==> config.mk <==
export PLATFORM = sky130hd
export DESIGN_NAME = crc_top
export DESIGN_NICKNAME = d
export VERILOG_FILES = /design/src/hdl/crc_pkg.sv /design/src/hdl/crc_top.sv
export VERILOG_INCLUDE_DIRS = /design/src /design/src/hdl
export SDC_FILE = /design/constraint.sdc
export NUM_CORES = 1
export LEC_CHECK = 0
export ABC_AREA = 0
export BUFFER_PORTS_ARGS = -buffer_cell sky130_fd_sc_hd__buf_2
export CORE_MARGIN = 1.5
export CORE_UTILIZATION = 25
export DETAILED_ROUTE_END_ITERATION = 8
export GPL_TIMING_DRIVEN = 0
export PLACE_DENSITY = 0.54
export SYNTH_ARGS = -nofsm -noshare
export SYNTH_HDL_FRONTEND = slang
export SYNTH_SLANG_ARGS = --single-unit
==> constraint.sdc <==
create_clock -name clk_sys -period 8.2 [get_ports clk_sys]
set_clock_uncertainty 0.05 [all_clocks]
set_input_delay 1.23 -clock clk_sys [delete_from_list [all_inputs] [get_ports clk_sys]]
set_output_delay 1.23 -clock clk_sys [all_outputs]
set_load 0.01 [all_outputs]
==> src/hdl/crc_defs.svh <==
// Constants of the contactless receiver control block.
// Assumes inclusion by bare name from the top module only.
`ifndef CRC_DEFS_SVH
`define CRC_DEFS_SVH
`define CRC_A_QCTL 8'h00
`define CRC_A_RXC1 8'h04
`define CRC_A_PHASE 8'h08
`define CRC_A_LEVEL 8'h0C
`define CRC_A_WAIT 8'h10
`define CRC_A_SWITCH 8'h14
`define CRC_A_RXSTAT 8'h18
`define CRC_QCTL_OVF 5
`define CRC_QCTL_DIS 6
`define CRC_QCTL_BUSY 7
`define CRC_RXC1_CLKSEL 2
`define CRC_RST_GAIN 2'h0
`define CRC_RST_DEC 2'h1
`define CRC_RST_MOD 2'h2
`define CRC_RST_OUT 3'h0
`define CRC_DB_00 6'h14
`define CRC_DB_01 6'h18
`define CRC_DB_10 6'h1F
`define CRC_DB_11 6'h23
`define CRC_CAL_PERIODS 65
`define CRC_MANUAL_WAIT_NS 4800
`define CRC_RESP_OKAY 2'h0
`define CRC_RESP_SLVERR 2'h2
`endif

==> src/hdl/crc_pkg.sv <==
// Types of the contactless receiver control block.
// Needs no include file; crc_defs.svh is included by the top module only.
package crc_pkg;
    typedef enum logic [1:0] {
        CRC_CAL_IDLE = 2'h0,
        CRC_CAL_RUN = 2'h1,
        CRC_CAL_LOAD = 2'h3
    } crc_cal_e;
endpackage

==> src/hdl/crc_top.sv <==
// Receive path control: quadrature calibration, bit evaluation, signal switch.
// Assumes an AXI4-Lite master on clk_sys and analog results on the same clock.
`timescale 1ns/1ps
`include "crc_defs.svh"
module crc_top
    import crc_pkg::*;
(
    input wire logic clk_sys,
    input wire logic rst_n,
    input wire logic [7:0] s_axi_awaddr,
    input wire logic s_axi_awvalid,
    output logic s_axi_awready,
    input wire logic [31:0] s_axi_wdata,
    input wire logic [3:0] s_axi_wstrb,
    input wire logic s_axi_wvalid,
    output logic s_axi_wready,
    output logic [1:0] s_axi_bresp,
    output logic s_axi_bvalid,
    input wire logic s_axi_bready,
    input wire logic [7:0] s_axi_araddr,
    input wire logic s_axi_arvalid,
    output logic s_axi_arready,
    output logic [31:0] s_axi_rdata,
    output logic [1:0] s_axi_rresp,
    output logic s_axi_rvalid,
    input wire logic s_axi_rready,
    input wire logic transceive_done,
    input wire logic [5:0] phase_meas,
    input wire logic [7:0] corr_i_first,
    input wire logic [7:0] corr_i_second,
    input wire logic [7:0] corr_q_first,
    input wire logic [7:0] corr_q_second,
    input wire logic halves_ready,
    input wire logic tx_active,
    input wire logic bit_tick,
    input wire logic analog_rx_out,
    input wire logic demod_out,
    input wire logic encoder_env,
    input wire logic tx_data,
    input wire logic serial_signal_input_pin,
    output logic cal_active,
    output logic [1:0] amp_gain,
    output logic [5:0] amp_gain_db,
    output logic correlator_clock_select,
    output logic [7:0] receive_phase_offset,
    output logic fifo_valid,
    output logic fifo_bit,
    output logic bit_collision,
    output logic decoder_in,
    output logic modulator_in,
    output logic serial_signal_output_pin,
    output logic aux_test_out
);
    localparam int CAL_LAST = `CRC_CAL_PERIODS - 2;
    crc_cal_e cal_state;
    logic [6:0] cal_cnt;
    logic cal_pending;
    logic calibration_disable;
    logic [4:0] quadrature_delay_value;
    logic phase_overflow_flag;
    logic [3:0] minimum_valid_level;
    logic [3:0] collision_level;
    logic [7:0] receiver_turn_on_delay;
    logic [1:0] decoder_input_select;
    logic [1:0] modulation_input_select;
    logic [2:0] output_pin_select;
    logic [2:0] analog_test_select;
    logic [7:0] wait_cnt;
    logic rx_on;
    logic aw_got;
    logic w_got;
    logic [7:0] aw_addr;
    logic [31:0] w_data;
    logic [3:0] w_strb;
    logic wr_go;
    logic wr_ok;
    logic trig_sw;
    logic trig_tx;
    logic [31:0] next_rdata;
    logic rd_ok;
    logic s1;
    logic s2;
    logic s3;
    logic sin;
    logic [7:0] h_first;
    logic [7:0] h_second;
    logic [7:0] stronger;
    logic [7:0] weaker;
    logic [11:0] coll_prod;
    logic bit_valid;
    logic bit_coll;

    assign cal_active = cal_state != CRC_CAL_IDLE;
    assign s_axi_awready = !aw_got;
    assign s_axi_wready = !w_got;
    assign s_axi_arready = !s_axi_rvalid;
    assign wr_go = aw_got && w_got && !s_axi_bvalid;
    assign wr_ok = aw_addr <= `CRC_A_RXSTAT && aw_addr[1:0] == 2'h0;
    // Only a 0 to 1 change by software counts as a trigger.
    assign trig_sw = wr_go && aw_addr == `CRC_A_QCTL && w_strb[0]
        && w_data[`CRC_QCTL_DIS] && !calibration_disable;
    assign trig_tx = transceive_done && !calibration_disable;

    always_ff @(posedge clk_sys) begin
        if (!rst_n) begin
            aw_got <= 1'b0;
            aw_addr <= 8'h00;
        end else if (s_axi_awvalid && !aw_got) begin
            aw_got <= 1'b1;
            aw_addr <= s_axi_awaddr;
        end else if (wr_go) begin
            aw_got <= 1'b0;
        end
    end

    always_ff @(posedge clk_sys) begin
        if (!rst_n) begin
            w_got <= 1'b0;
            w_data <= 32'h0000_0000;
            w_strb <= 4'h0;
        end else if (s_axi_wvalid && !w_got) begin
            w_got <= 1'b1;
            w_data <= s_axi_wdata;
            w_strb <= s_axi_wstrb;
        end else if (wr_go) begin
            w_got <= 1'b0;
        end
    end

    always_ff @(posedge clk_sys) begin
        if (!rst_n) begin
            s_axi_bvalid <= 1'b0;
            s_axi_bresp <= `CRC_RESP_OKAY;
        end else if (wr_go) begin
            s_axi_bvalid <= 1'b1;
            s_axi_bresp <= wr_ok ? `CRC_RESP_OKAY : `CRC_RESP_SLVERR;
        end else if (s_axi_bready) begin
            s_axi_bvalid <= 1'b0;
        end
    end

    always_ff @(posedge clk_sys) begin
        if (!rst_n) begin
            calibration_disable <= 1'b0;
            amp_gain <= `CRC_RST_GAIN;
            correlator_clock_select <= 1'b0;
            receive_phase_offset <= 8'h00;
            minimum_valid_level <= 4'h0;
            collision_level <= 4'h0;
            receiver_turn_on_delay <= 8'h00;
            decoder_input_select <= `CRC_RST_DEC;
            modulation_input_select <= `CRC_RST_MOD;
            output_pin_select <= `CRC_RST_OUT;
            analog_test_select <= 3'h0;
        end else if (wr_go && w_strb[0]) begin
            case (aw_addr)
                `CRC_A_QCTL: calibration_disable <= w_data[`CRC_QCTL_DIS];
                `CRC_A_RXC1: begin
                    amp_gain <= w_data[1:0];
                    correlator_clock_select <= w_data[`CRC_RXC1_CLKSEL];
                end
                `CRC_A_PHASE: receive_phase_offset <= w_data[7:0];
                `CRC_A_LEVEL: begin
                    collision_level <= w_data[3:0];
                    minimum_valid_level <= w_data[7:4];
                end
                `CRC_A_WAIT: receiver_turn_on_delay <= w_data[7:0];
                `CRC_A_SWITCH: begin
                    decoder_input_select <= w_data[1:0];
                    modulation_input_select <= w_data[3:2];
                    output_pin_select <= w_data[6:4];
                end
                default: begin
                end
            endcase
            if (aw_addr == `CRC_A_SWITCH && w_strb[1]) begin
                analog_test_select <= w_data[10:8];
            end
        end else if (wr_go && w_strb[1] && aw_addr == `CRC_A_SWITCH) begin
            analog_test_select <= w_data[10:8];
        end
    end

    // Only the reset request is held until the engine is idle, so the power-up run cannot be lost; triggers during a run are dropped.
    always_ff @(posedge clk_sys) begin
        if (!rst_n) begin
            cal_pending <= 1'b1;
        end else if (cal_state == CRC_CAL_IDLE) begin
            cal_pending <= 1'b0;
        end
    end

    always_ff @(posedge clk_sys) begin
        if (!rst_n) begin
            cal_state <= CRC_CAL_IDLE;
            cal_cnt <= 7'h00;
        end else begin
            case (cal_state)
                CRC_CAL_IDLE: begin
                    cal_cnt <= 7'h00;
                    if (cal_pending || trig_tx || trig_sw) begin
                        cal_state <= CRC_CAL_RUN;
                    end
                end
                CRC_CAL_RUN: begin
                    cal_cnt <= cal_cnt + 7'h01;
                    if (cal_cnt == CAL_LAST[6:0]) begin
                        cal_state <= CRC_CAL_LOAD;
                    end
                end
                CRC_CAL_LOAD: cal_state <= CRC_CAL_IDLE;
                default: cal_state <= CRC_CAL_IDLE;
            endcase
        end
    end

    // Software writes are ignored mid-run so the result lands intact.
    always_ff @(posedge clk_sys) begin
        if (!rst_n) begin
            quadrature_delay_value <= 5'h00;
            phase_overflow_flag <= 1'b0;
        end else if (cal_state == CRC_CAL_LOAD) begin
            quadrature_delay_value <= phase_meas[4:0];
            phase_overflow_flag <= phase_meas[5];
        end else if (wr_go && w_strb[0] && aw_addr == `CRC_A_QCTL && !cal_active) begin
            quadrature_delay_value <= w_data[4:0];
        end
    end

    always_comb begin
        next_rdata = 32'h0000_0000;
        rd_ok = 1'b1;
        case (s_axi_araddr)
            `CRC_A_QCTL: next_rdata[7:0] = {cal_active, calibration_disable,
                phase_overflow_flag, quadrature_delay_value};
            `CRC_A_RXC1: next_rdata[2:0] = {correlator_clock_select, amp_gain};
            `CRC_A_PHASE: next_rdata[7:0] = receive_phase_offset;
            `CRC_A_LEVEL: next_rdata[7:0] = {minimum_valid_level, collision_level};
            `CRC_A_WAIT: next_rdata[7:0] = receiver_turn_on_delay;
            `CRC_A_SWITCH: next_rdata[10:0] = {analog_test_select, 1'b0,
                output_pin_select, modulation_input_select, decoder_input_select};
            `CRC_A_RXSTAT: next_rdata[2:0] = {bit_collision, fifo_bit, rx_on};
            default: rd_ok = 1'b0;
        endcase
    end

    always_ff @(posedge clk_sys) begin
        if (!rst_n) begin
            s_axi_rvalid <= 1'b0;
            s_axi_rdata <= 32'h0000_0000;
            s_axi_rresp <= `CRC_RESP_OKAY;
        end else if (s_axi_arvalid && !s_axi_rvalid) begin
            s_axi_rvalid <= 1'b1;
            s_axi_rdata <= next_rdata;
            s_axi_rresp <= rd_ok ? `CRC_RESP_OKAY : `CRC_RESP_SLVERR;
        end else if (s_axi_rready) begin
            s_axi_rvalid <= 1'b0;
        end
    end

    always_comb begin
        case (amp_gain)
            2'h0: amp_gain_db = `CRC_DB_00;
            2'h1: amp_gain_db = `CRC_DB_01;
            2'h2: amp_gain_db = `CRC_DB_10;
            default: amp_gain_db = `CRC_DB_11;
        endcase
    end

    // The receiver stays deaf while sending and for the programmed bit count after.
    always_ff @(posedge clk_sys) begin
        if (!rst_n) begin
            rx_on <= 1'b0;
            wait_cnt <= 8'h00;
        end else if (tx_active) begin
            rx_on <= 1'b0;
            wait_cnt <= receiver_turn_on_delay;
        end else if (!rx_on) begin
            if (wait_cnt == 8'h00) begin
                rx_on <= 1'b1;
            end else if (bit_tick) begin
                wait_cnt <= wait_cnt - 8'h01;
            end
        end
    end

    // The chosen clock's channel supplies both half-bit strengths.
    assign h_first = correlator_clock_select ? corr_i_first : corr_q_first;
    assign h_second = correlator_clock_select ? corr_i_second : corr_q_second;
    assign stronger = h_first >= h_second ? h_first : h_second;
    assign weaker = h_first >= h_second ? h_second : h_first;
    assign coll_prod = stronger * collision_level;
    assign bit_valid = stronger >= {minimum_valid_level, 4'h0};
    assign bit_coll = {weaker, 4'h0} > coll_prod;

    always_ff @(posedge clk_sys) begin
        if (!rst_n) begin
            fifo_valid <= 1'b0;
            fifo_bit <= 1'b0;
            bit_collision <= 1'b0;
        end else begin
            fifo_valid <= halves_ready && rx_on && bit_valid && !bit_coll;
            bit_collision <= halves_ready && rx_on && bit_valid && bit_coll;
            if (halves_ready && rx_on) begin
                fifo_bit <= h_first > h_second;
            end
        end
    end

    // Pin input is only meaningful at 106 kBd, far slower than this filter.
    always_ff @(posedge clk_sys) begin
        if (!rst_n) begin
            s1 <= 1'b0;
            s2 <= 1'b0;
            s3 <= 1'b0;
            sin <= 1'b0;
        end else begin
            s1 <= serial_signal_input_pin;
            s2 <= s1;
            s3 <= s2;
            if (s2 == s3) begin
                sin <= s3;
            end
        end
    end

    always_ff @(posedge clk_sys) begin
        if (!rst_n) begin
            decoder_in <= 1'b0;
            modulator_in <= 1'b0;
            serial_signal_output_pin <= 1'b0;
            aux_test_out <= 1'b0;
        end else begin
            case (decoder_input_select)
                2'h0: decoder_in <= 1'b0;
                2'h1: decoder_in <= analog_rx_out;
                default: decoder_in <= sin;
            endcase
            case (modulation_input_select)
                2'h0: modulator_in <= 1'b0;
                2'h1: modulator_in <= 1'b1;
                2'h2: modulator_in <= encoder_env;
                default: modulator_in <= sin;
            endcase
            case (output_pin_select)
                3'h1: serial_signal_output_pin <= 1'b1;
                3'h2: serial_signal_output_pin <= encoder_env;
                3'h3: serial_signal_output_pin <= tx_data;
                3'h4: serial_signal_output_pin <= analog_rx_out;
                3'h5: serial_signal_output_pin <= demod_out;
                default: serial_signal_output_pin <= 1'b0;
            endcase
            case (analog_test_select)
                3'h0: aux_test_out <= analog_rx_out;
                3'h1: aux_test_out <= demod_out;
                3'h2: aux_test_out <= h_first[7];
                3'h3: aux_test_out <= h_second[7];
                3'h4: aux_test_out <= rx_on;
                3'h5: aux_test_out <= cal_active;
                3'h6: aux_test_out <= phase_overflow_flag;
                default: aux_test_out <= sin;
            endcase
        end
    end
endmodule

Word level (Yosys, flattened, before mapping). Cells that the tools add are included.

Flip-flop bits (word level): 114. Input port bits: 106. Output and inout port bits: 66.

Add/sub/neg operators: 2. Multiply operators: 1. Order comparisons: 5. Equal/unequal tests: 36. Mux-type cells: 37. Bitwise operators: 1. Reductions and logical operators: 59.

Operator list (number): $mux 8 (8); $eq 8x5->1 const B (5); $eq 8x4->1 const B (4); $pmux 5 s5 (1); $logic_not 8->1 (3); $logic_and 1x1->1 (21); $pmux 3 s7 (1); $pmux 6 s3 (1); $reduce_bool 2->1 (9); $eq 8x3->1 const B (2); $ge 8x8->1 (2); $reduce_and 2->1 (8); $eq 3x3->1 const B (5); $pmux 7 s2 (1); $eq 3x2->1 const B (4); $gt 12x12->1 (1); $mul 8x4->12 (1); $mux 3 (4); $logic_not 2->1 (5); $mux 1 (10); $mux 5 (2); $eq 2x1->1 const B (4); $gt 8x8->1 (1); $le 8x5->1 const B (1); 21 further kinds (37).

Longest topological paths before layout. Gate-level depths: netlist (run 1).

Depth after elaboration: 9. Depth in mapped cells: 32.

Worst setup path after synthesis (run 1). OpenSTA, ideal clock, no wires.

Path kind: in2reg. Start: input port corr_i_first[5]. End: register bit_collision. Setup time: 128 ps. Data arrival time: 6699 ps. Required time: 8022 ps. Path slack: 1323 ps. Cell stages on the path: 30. Path buffers: 2. Cell sequence: mux2i_1 inv_1 ha_1 a21oi_1 nor2_1 a211oi_1 o31a_1 buf_2 buf_1 nor2_1 a21oi_1 nand2_1 fa_1 inv_1 fa_1 ha_1 a21o_1 a21oi_1 o21ai_0 o41ai_1 o21bai_1 a21oi_1 xor2_1 ha_1 nand4_1 nor2_1 nand2_1 or2_2 o221a_2 nor3b_1.

Word-level cells in the longest chain between the ends: 6.

Ends and longest elaborated chain: from (decl) (line crc_top.sv:29) `input wire logic [7:0] corr_i_first,`; $mux 8 * (line crc_top.sv:288) `assign h_first = correlator_clock_select ? corr_i_first : corr_q_first;`; $ge 8x8->1 (line crc_top.sv:290, crc_top.sv:291); $mux 8 (line crc_top.sv:290) `assign stronger = h_first >= h_second ? h_first : h_second;`; $mul 8x4->12 or $ge 8x8->1 (tied branches) (line crc_top.sv:292, crc_top.sv:293); $gt 12x12->1 or $logic_and 1x1->1 (tied branches) (line crc_top.sv:294, crc_top.sv:303); $logic_and 1x1->1 * (line crc_top.sv:303) `bit_collision <= halves_ready && rx_on && bit_valid && bit_coll;`; to (signal assigned) (line crc_top.sv:303); to (decl) (line crc_top.sv:48) `output logic bit_collision,`.

Mark *: on every way between the ends. The rest lies on a longest branch, timed or not. A chain may end at the register's enable or synchronous reset.

Worst setup path after layout (run 1).
Start: input port corr_i_first[7]. End: register bit_collision.

The elaborated chain is that of the path after synthesis.

==> impl_metrics.yaml, run 1 <==
routing:
  dr.max_layer_used: "met4"
  routed_wl_um: 20030
  drt-vias-per-instance: 4.486
  antenna_left: 0
  drt-initial-drc-count: 326
  wl_met3_um: 1116
  drc: 0
  num_vias: 5940
  wl_per_cell_um: 15.13
  met1_length_um: 10060
  dr.pass1.iters: 5
  dr_wl_met2_um: 8701
cts:
  cts_tree: "done"
  cts_root_buffer: "clkbuf_16"
  cts-resized-gates: 0
  clk_latency_ns: 0.37
  numClockSinks: 112
  clk_pin_slew_ns: 0.08
  cts.path.max_buffers: 2
  hold_buffers: 0
  htreeDepth: 3
  cts-buffers-inserted: 9
  cts_setup_buffers: 0
sta:
  post-route-period-util_pct: 92.03
  drv_slew: 0
  finalSetupTns_ns: 0
  worst_hold_slack_ns: 0.3947
  hold_viol: 0
  worst_pin_slew_ns: 1.317
  slew_headroom_pct: 10.99
  setup_viol: 0
  max_clock_freq_ghz: 0.1325
  rsz0062_at_grt: "no"
  finalCriticalPeriod_ns: 7.546
critical_path:
  crit_arrival_ns: 7.74
  cp_slowest_cell: "fa_1"
  worstPathRequired_ns: 8.39
  critPathLaunchType: "input pin"
  worst-setup-path-type: "input pin to flip-flop"
  critPathBufInv: 5
  worst_setup_path_end_kind: "flip-flop"
  crit_family: "compound AO/OA/AOI/OAI gates"
  path_max_fanout: 10
  worst_path_largest_cell_delay_ns: 0.52
min_path:
  worstHoldPathType: "flip-flop to flip-flop"
grt:
  grt_pass1_vias: 5544
  grtUsageTotal_pct: 14.07
  grt_max_degree: 24
  antenna_found_initial: 0
  grt_pass1_wl_um: 31130
  grt_overflow_total: 0
floorplan:
  design.core.area_um2: 27100
  initial_utilization_pct: 25.63
  num_io_pins: 172
  row_count: 60
  die-width_um: 169.7
  chipHeight_um: 169.7
  dieArea_um2: 28800
synthesis:
  ys_types: 62
  synth_compound_area_share_pct: 12.55
  avgSynthCellArea_um2: 8.782
  ys_warn_count: 0
  synth_top_family_by_area: "simple AND/OR/NAND/NOR gates"
  synthTopCellsByCount: "112 x dfxtp_1, 81 x nand2_1, 75 x mux2i_1"
  synth-simple-area-share_pct: 22.68
  synthAdderAreaFrac_pct: 11.02
  yosys_register_bits: 112
  synth_enable_flop_cells: 0
  syn_inst: 791
  yosys.area.top_type_share_pct: 32.28
  synth.most_common_cell: "dfxtp_1"
  synth_area_leaders: "dfxtp_1 32%, mux2i_1 11%, ha_1 7.6%"
  yosys.area.top_type: "dfxtp_1"
  yosysSeqAreaShare_pct: 32.28
  async_reset_ff_share_pct: 0
  synth.area.mux_share_pct: 12.43
  syn-cell-area_um2: 6947
  synthFlopType: "dfxtp_1"
  synthXorXnorAreaFrac_pct: 2.017
place:
  gp_congestion: 0.8296
  dp_cells: 1308
  io_buffer_count: 122
  hpwlAfterDp_um: 16020
final_layout:
  drive_gt1_share_pct: 20.48
  diodes: 0
  syn_to_final_growth_pct: 21.49
  fin_nets: 1107
  stdcell_count: 1324
outcome:
  status: "finished clean"
power_and_ir_drop:
  p_per_area_nw_per_um2: 146.7
  leakage_nw: 3.845
  irDropWorstVdd_mv: 0.1082
run:
  maxCapViolCount: 0
[area by class of cell]
type	instances	area [µm²]
Sequential cell	112	2242
Clock buffer	9	225.2
Fill cell	2916	18660
Tap cell	372	465.4
Inverter	43	161.4
Buffer	59	324.1
Timing Repair Buffer	123	620.6
Clock inverter	7	86.33
Multi-Input combinational cell	599	4314
[metal layers]
layer	track usage (%)	up-vias
met3	2.729	9
met4	1.962	0
met2	21.92	170
met5	0	-
li1	-	2991
met1	20.39	2770
[power breakdown]
part	switching, W	leakage, nW	internal [W]
Sequential	0.0000179	0.911	0.000560
Clock	0.000241	0.154	0.000223
Combinational	0.000111	2.78	0.0000851
Total	0.000370	3.84	0.000868
[placed cells by master (no fill, tap or decap), types with 22 or more instances in the layout]
| cell type | count |
|---|---|
| buf_2 | 128 |
| conb_1 | 23 |
| buf_4 | 25 |
| nand2_1 | 81 |
| a21oi_1 | 40 |
| o21ai_0 | 36 |
| and2_1 | 35 |
| clkbuf_1 | 25 |
| nand3_1 | 22 |
| dfxtp_1 | 112 |
| nor2_1 | 38 |
| nor2b_1 | 60 |
| inv_1 | 43 |
| mux2i_1 | 74 |
| ha_1 | 42 |
[final timing paths]
kind                            depth (start not counted)  slack [ns]                     from             to
worst min-delay path                                    1        0.39                       s1             s2
worst max-delay path                                   31        0.65          corr_i_first[7]  bit_collision
worst max register to register                         32        0.85  correlator_clock_select  bit_collision
worst min register to register                          1        0.39                       s1             s2
[logic make-up after synthesis]
group / count (synthesis)
and+or+nand+nor: 289
AOI/OAI and AO/OA: 134
DFF: 112
buffers and inverters: 102
muxes: 83
adders and majority gates: 54
xor gates and xnor gates: 16
other: 1
[metrics by stage]
stage	cell area [µm²]	worst slack, ns	total power, W	utilization, %
final	8439	0.6537	0.001238	31.14
after global routing	8439	0.1570	0.001296	31.14
after CTS	8427	0.2584	0.001248	31.09
after detailed placement	8115	-0.1122	0.0007863	29.94
after global placement	8105	-0.08631	0.0007850	29.91
after floorplan	7029	1.323	0.0007156	-
[sequential cells by signal (all words and copies together), names as in the netlist, 2 cells and up]
signal	flops
output_pin_select	3
collision_level	4
amp_gain	2
cal_cnt	7
s_axi_rdata	11
receiver_turn_on_delay	8
w_data	11
cal_state	2
w_strb	2
wait_cnt	8
aw_addr	8
receive_phase_offset	8
modulation_input_select	2
quadrature_delay_value	5
minimum_valid_level	4
decoder_input_select	2
analog_test_select	3
(Power assumes the default switching activity.)
==> inputs of run 2 (changes only) <==
CORE_UTILIZATION = 54   (was 25)
GPL_TIMING_DRIVEN = not set   (was 0)
PLACE_DENSITY = 0.91   (was 0.54)
==> run 2 against run 1 <==
  * The flow now finishes with violations (DRC)
  * Global-route usage grew 11 points
  * Routed wire length shrank 17%
  * Clock power grew 5.2%
  * Final cell count shrank 19%
  * Non-clock buffer count shrank 50
  * Sequential power is essentially flat
  * Worst setup slack gained 0.10 ns
  * Utilization grew 32 points
  * Highest routed layer unchanged
==> impl_metrics.yaml, run 2 (same netlist as run 1, synthesis figures left out) <==
critical_path:
  rrSetupSlack_ns: 0.76
  worst_setup_path_end_kind: "flip-flop"
  worst-setup-path-type: "flip-flop to flip-flop"
  setup.worst_path.end: "fifo_valid"
  critPathLaunchType: "flip-flop"
  worstPathRequired_ns: 8.42
  startpoint: "correlator_clock_select"
  reg2reg_from: "correlator_clock_select"
  r2r_end: "fifo_valid"
  crit_arrival_ns: 7.67
  reg2regPathDepth: 28
  cp_slowest_cell: "dfxtp_1"
  worst_path_largest_cell_delay_ns: 0.82
  path_max_fanout: 15
final_layout:
  final_common_cell: "buf_2"
  fill_cells: 1008
  multi_input_area_um2: 4303
  fin_util_pct: 63.19
  fin_nets: 1057
  stdcell_count: 1074
  drive_gt1_share_pct: 18.85
  seq_area_um2: 2242
  final_cell_mix: "125 x buf_2, 112 x dfxtp_1, 81 x nand2_1"
  final_area_um2: 7941
  diodes: 0
  syn_to_final_growth_pct: 14.32
  reg_top3: "s_axi_rdata x11, w_data x11"
grt:
  grt_max_degree: 110
  grt_overflow_total: 0
  grt_pass1_vias: 5429
  grt_pass1_wl_um: 26320
  grtUsageTotal_pct: 24.96
  antenna_found_initial: 0
sta:
  hold_viol: 0
  post-route-period-util_pct: 90.77
  worst_pin_slew_ns: 1.099
  slew_headroom_pct: 25.71
  max_clock_freq_ghz: 0.1344
  finalSetupTns_ns: 0
  setup_viol: 0
  drv_slew: 0
  rsz0062_at_grt: "no"
  finalCriticalPeriod_ns: 7.443
min_path:
  hold_path_depth: 1
  worstHoldPathType: "flip-flop to flip-flop"
floorplan:
  dieArea_um2: 13550
  initial_utilization_pct: 55.27
  num_io_pins: 172
  chipHeight_um: 116.4
  die-width_um: 116.4
  row_count: 41
  design.core.area_um2: 12570
routing:
  drt-vias-per-instance: 5.500
  num_vias: 5907
  antenna_left: 0
  dr.pass1.iters: 9
  drc: 8
  wl_per_cell_um: 15.47
  drt-initial-drc-count: 360
  routed_wl_um: 16610
cts:
  cts.path.max_buffers: 2
  cts_setup_buffers: 0
  hold_buffers: 0
  clk_latency_ns: 0.35
  numClockSinks: 112
  cts_tree: "done"
  cts_root_buffer: "clkbuf_16"
  cts-resized-gates: 0
  clk_pin_slew_ns: 0.07
  htreeDepth: 3
  cts-buffers-inserted: 9
place:
  io_buffer_count: 125
  postPlaceCellArea_um2: 7600
  dp_cells: 1058
  gp_congestion: 0.8894
  hpwlAfterDp_um: 12220
power_and_ir_drop:
  irDropWorstVdd_mv: 0.1079
  p_per_area_nw_per_um2: 156.9
  leakage_nw: 3.683
run:
  maxCapViolCount: 0
outcome:
  violations: "DRC"
  status: "finished, violations left"
[run 2: changes by cell type in the layout (fill, tap and decap cells not counted), moves of 2 or more]
cell        previous run  this run
clkinvlp_4             0         2
buf_4                 25         7
clkbuf_1              25         0
buf_2                128       125
inv_8                  4         0
buf_1                  2         0
clkbuf_8               0         3
bufinv_16              0         2
[run 2: worst max-delay path: cells and delay by family (launching register included)]
family	cells	cell delay [ns]
AO/OA/AOI/OAI	10	2.41
adder cells (fa/ha/maj)	5	1.91
AND/OR/NAND/NOR	7	0.93
flip-flops	1	0.82
multiplexers	2	0.67
buffers and inverters	3	0.44
XOR/XNOR	1	0.12
[run 2: final cells by class]
class,instances,area share (%)
inverters,43,2.032
clock buffers,12,3.356
multi-input cells,599,54.18
well taps,172,2.710
repair buffers,132,8.539
flip-flops and latches,112,28.23
clock inverters,4,0.9453
[run 2: worst min-delay path by stage]
stage / startpoint / endpoint / slack (ns)
2_1_floorplan: s1 / s2 / 0.36
4_1_cts: cal_cnt[6] / cal_state[1] / 0.39
3_3_place_gp: cal_cnt[6] / cal_state[1] / 0.37
5_1_grt: cal_cnt[6] / cal_state[1] / 0.41
3_5_place_dp: cal_cnt[6] / cal_state[1] / 0.38
6_report: cal_cnt[6] / cal_state[1] / 0.39
[run 2: layer usage]
layer | share of wire, % | GRT usage (%) | vias up
met5 | 0 | 0 | -
met4 | 2.7 | 8.374 | 0
met3 | 6.7 | 5.241 | 33
met2 | 47 | 40.90 | 236
met1 | 44 | 32.94 | 2753
li1 | - | - | 2885
[run 2: where the power goes]
| group | internal [W] | switching, W |
|---|---|---|
| combinational | 0.0000765 | 0.000101 |
| sequential | 0.000560 | 0.0000201 |
| clock | 0.000293 | 0.000196 |
| total | 0.000929 | 0.000317 |
[run 2: per-stage QoR]
step / hold WS [ns] / worst slack (ns) / total power (W)
after floorplan: 0.3619 / 1.323 / 0.0007156
after global placement: 0.3714 / 0.7383 / 0.0007599
after detailed placement: 0.3841 / 0.6051 / 0.0007659
after CTS: 0.3938 / 0.8435 / 0.001246
after global routing: 0.4051 / 0.1310 / 0.001294
final: 0.3902 / 0.7571 / 0.001246
==> inputs of run 3 (changes only) <==
CORE_ASPECT_RATIO = 1.5   (was not set)
==> run 3 against run 2 <==
  * The flow now finishes without violations
  * Via count grew 0.81%
  * Non-clock buffer count shrank 1
  * Highest routed layer unchanged
  * Critical path type unchanged
  * Final cell count shrank 1.7%
  * First-iteration DRC count grew 27%
  * Global-route usage grew 0.76 points
  * Combinational power is essentially flat
  * Worst setup slack lost 0.28 ns
  * Clock power shrank 19%
  * Die area grew 0.10%
  * Final area shrank 1.4%
  * Largest cell class unchanged
==> impl_metrics.yaml, run 3 (same netlist as run 1, synthesis figures left out) <==
final_layout:
  drive_gt1_share_pct: 18.33
  final_common_cell: "buf_2"
  fin_nets: 1056
  diodes: 0
  reg_top3: "s_axi_rdata x11, w_data x11"
  fin_util_pct: 62.57
  syn_to_final_growth_pct: 12.70
  final_cell_mix: "125 x buf_2, 112 x dfxtp_1, 81 x nand2_1"
sta:
  finalCriticalPeriod_ns: 7.721
  setup_viol: 0
  setup_ws_ns: 0.4794
  drv_slew: 0
  worst_pin_slew_ns: 1.156
  finalSetupTns_ns: 0
  rsz0062_at_grt: "no"
  max_clock_freq_ghz: 0.1295
  slew_headroom_pct: 21.87
  hold_viol: 0
  post-route-period-util_pct: 94.15
grt:
  grt_overflow_total: 0
  grt_pass1_vias: 5792
  grt_max_degree: 110
  antenna_found_initial: 0
  grtUsageTotal_pct: 25.72
  grt_pass1_wl_um: 26840
min_path:
  hold_path_depth: 1
  min_to: "s2"
  min_from: "s1"
  worstHoldPathType: "flip-flop to flip-flop"
floorplan:
  row_count: 50
  design.core.area_um2: 12510
  initial_utilization_pct: 55.52
  dieArea_um2: 13570
  chipHeight_um: 141.9
  die-width_um: 95.61
  num_io_pins: 172
power_and_ir_drop:
  irDropWorstVdd_mv: 0.1205
  p_per_area_nw_per_um2: 147.3
  leakage_nw: 3.636
critical_path:
  reg2regPathDepth: 27
  crit_arrival_ns: 7.92
  worst_setup_path_end_kind: "flip-flop"
  startpoint: "correlator_clock_select"
  rrSetupSlack_ns: 0.48
  critPathLaunchType: "flip-flop"
  reg2reg_from: "correlator_clock_select"
  path_max_fanout: 14
  worstPathRequired_ns: 8.40
  r2r_end: "fifo_valid"
  worst-setup-path-type: "flip-flop to flip-flop"
cts:
  cts-resized-gates: 0
  cts_root_buffer: "clkbuf_16"
  cts_tree: "done"
  cts.path.max_buffers: 2
  clk_latency_ns: 0.35
  cts_setup_buffers: 0
  numClockSinks: 112
  hold_buffers: 0
  cts-buffers-inserted: 9
  htreeDepth: 3
  clk_pin_slew_ns: 0.07
routing:
  wl_per_cell_um: 16.11
  drc: 0
  antenna_left: 0
  drt-initial-drc-count: 458
  routed_wl_um: 17010
  num_vias: 5955
  dr.pass1.iters: 5
  drt-vias-per-instance: 5.639
place:
  gp_congestion: 0.9142
  hpwlAfterDp_um: 13060
  pre_cts_ws_ns: 0.3046
  io_buffer_count: 125
run:
  maxCapViolCount: 0
outcome:
  status: "finished clean"
## run 3: changes by cell type in the layout (fill, tap and decap cells not counted), sizes merged
cell / change
clkinv: +1
bufinv: -2
buf: -1
## run 3: layout make-up
cell class	instances	area [µm²]
fill	1037	4683
multi-input combinational	599	4303
sequential	112	2242
timing repair buffer	131	670.6
clock buffer	12	236.5
tap	156	195.2
inverter	43	161.4
clock inverter	3	20.02
## run 3: worst max-delay path by stage
| stage | slack (ns) | cells past startpoint | end |
|---|---|---|---|
| 6_report | 0.48 | 27 | fifo_valid |
| 5_1_grt | 0.08 | 28 | fifo_valid |
| 2_1_floorplan | 1.32 | 30 | bit_collision |
| 3_3_place_gp | 0.49 | 28 | fifo_valid |
| 3_5_place_dp | 0.30 | 28 | fifo_valid |
| 4_1_cts | 0.57 | 27 | fifo_valid |
## run 3: worst max-delay path, stage by stage, from the launching register on
cell      delay [ns]
dfxtp_1         0.77
buf_4           0.28
mux2i_1         0.41
ha_1            0.33
a21oi_1         0.15
nor2_1          0.06
a211oi_1        0.28
o31a_1          0.50
mux2i_1         0.42
nand2_1         0.15
fa_1            0.56
inv_1           0.06
fa_1            0.53
ha_1            0.32
a21o_1          0.16
a21oi_1         0.21
o21ai_0         0.16
o41ai_1         0.54
o21bai_1        0.11
a21oi_1         0.19
xor2_1          0.09
ha_1            0.31
nand4_1         0.10
nor2_1          0.12
nand2_1         0.07
or2_2           0.27
o221a_2         0.14
nor3_1          0.27
## run 3: report_power, final
| group | internal, W | switching [W] |
|---|---|---|
| combinational | 0.0000776 | 0.000102 |
| sequential | 0.000560 | 0.0000197 |
| clock | 0.000204 | 0.000189 |
## run 3: stage by stage
step                total power [W]  cell area, µm²  cells  hold slack (ns)
floorplan                 0.0007156            7029    813           0.3619
global placement          0.0007621            7572   1041           0.3632
detailed placement        0.0007686            7572   1041           0.3795
CTS                        0.001157            7829   1056           0.3975
global route               0.001201            7829   1056           0.4221
finish                     0.001153            7829   1056           0.3934
## run 3: layer usage
layer	up-vias	part of all wire, %	track usage (%)
met5	-	0	0
met4	0	5.6	16.49
met3	71	6.6	4.502
met2	258	51	45.59
met1	2730	37	27.20
li1	2896	-	-
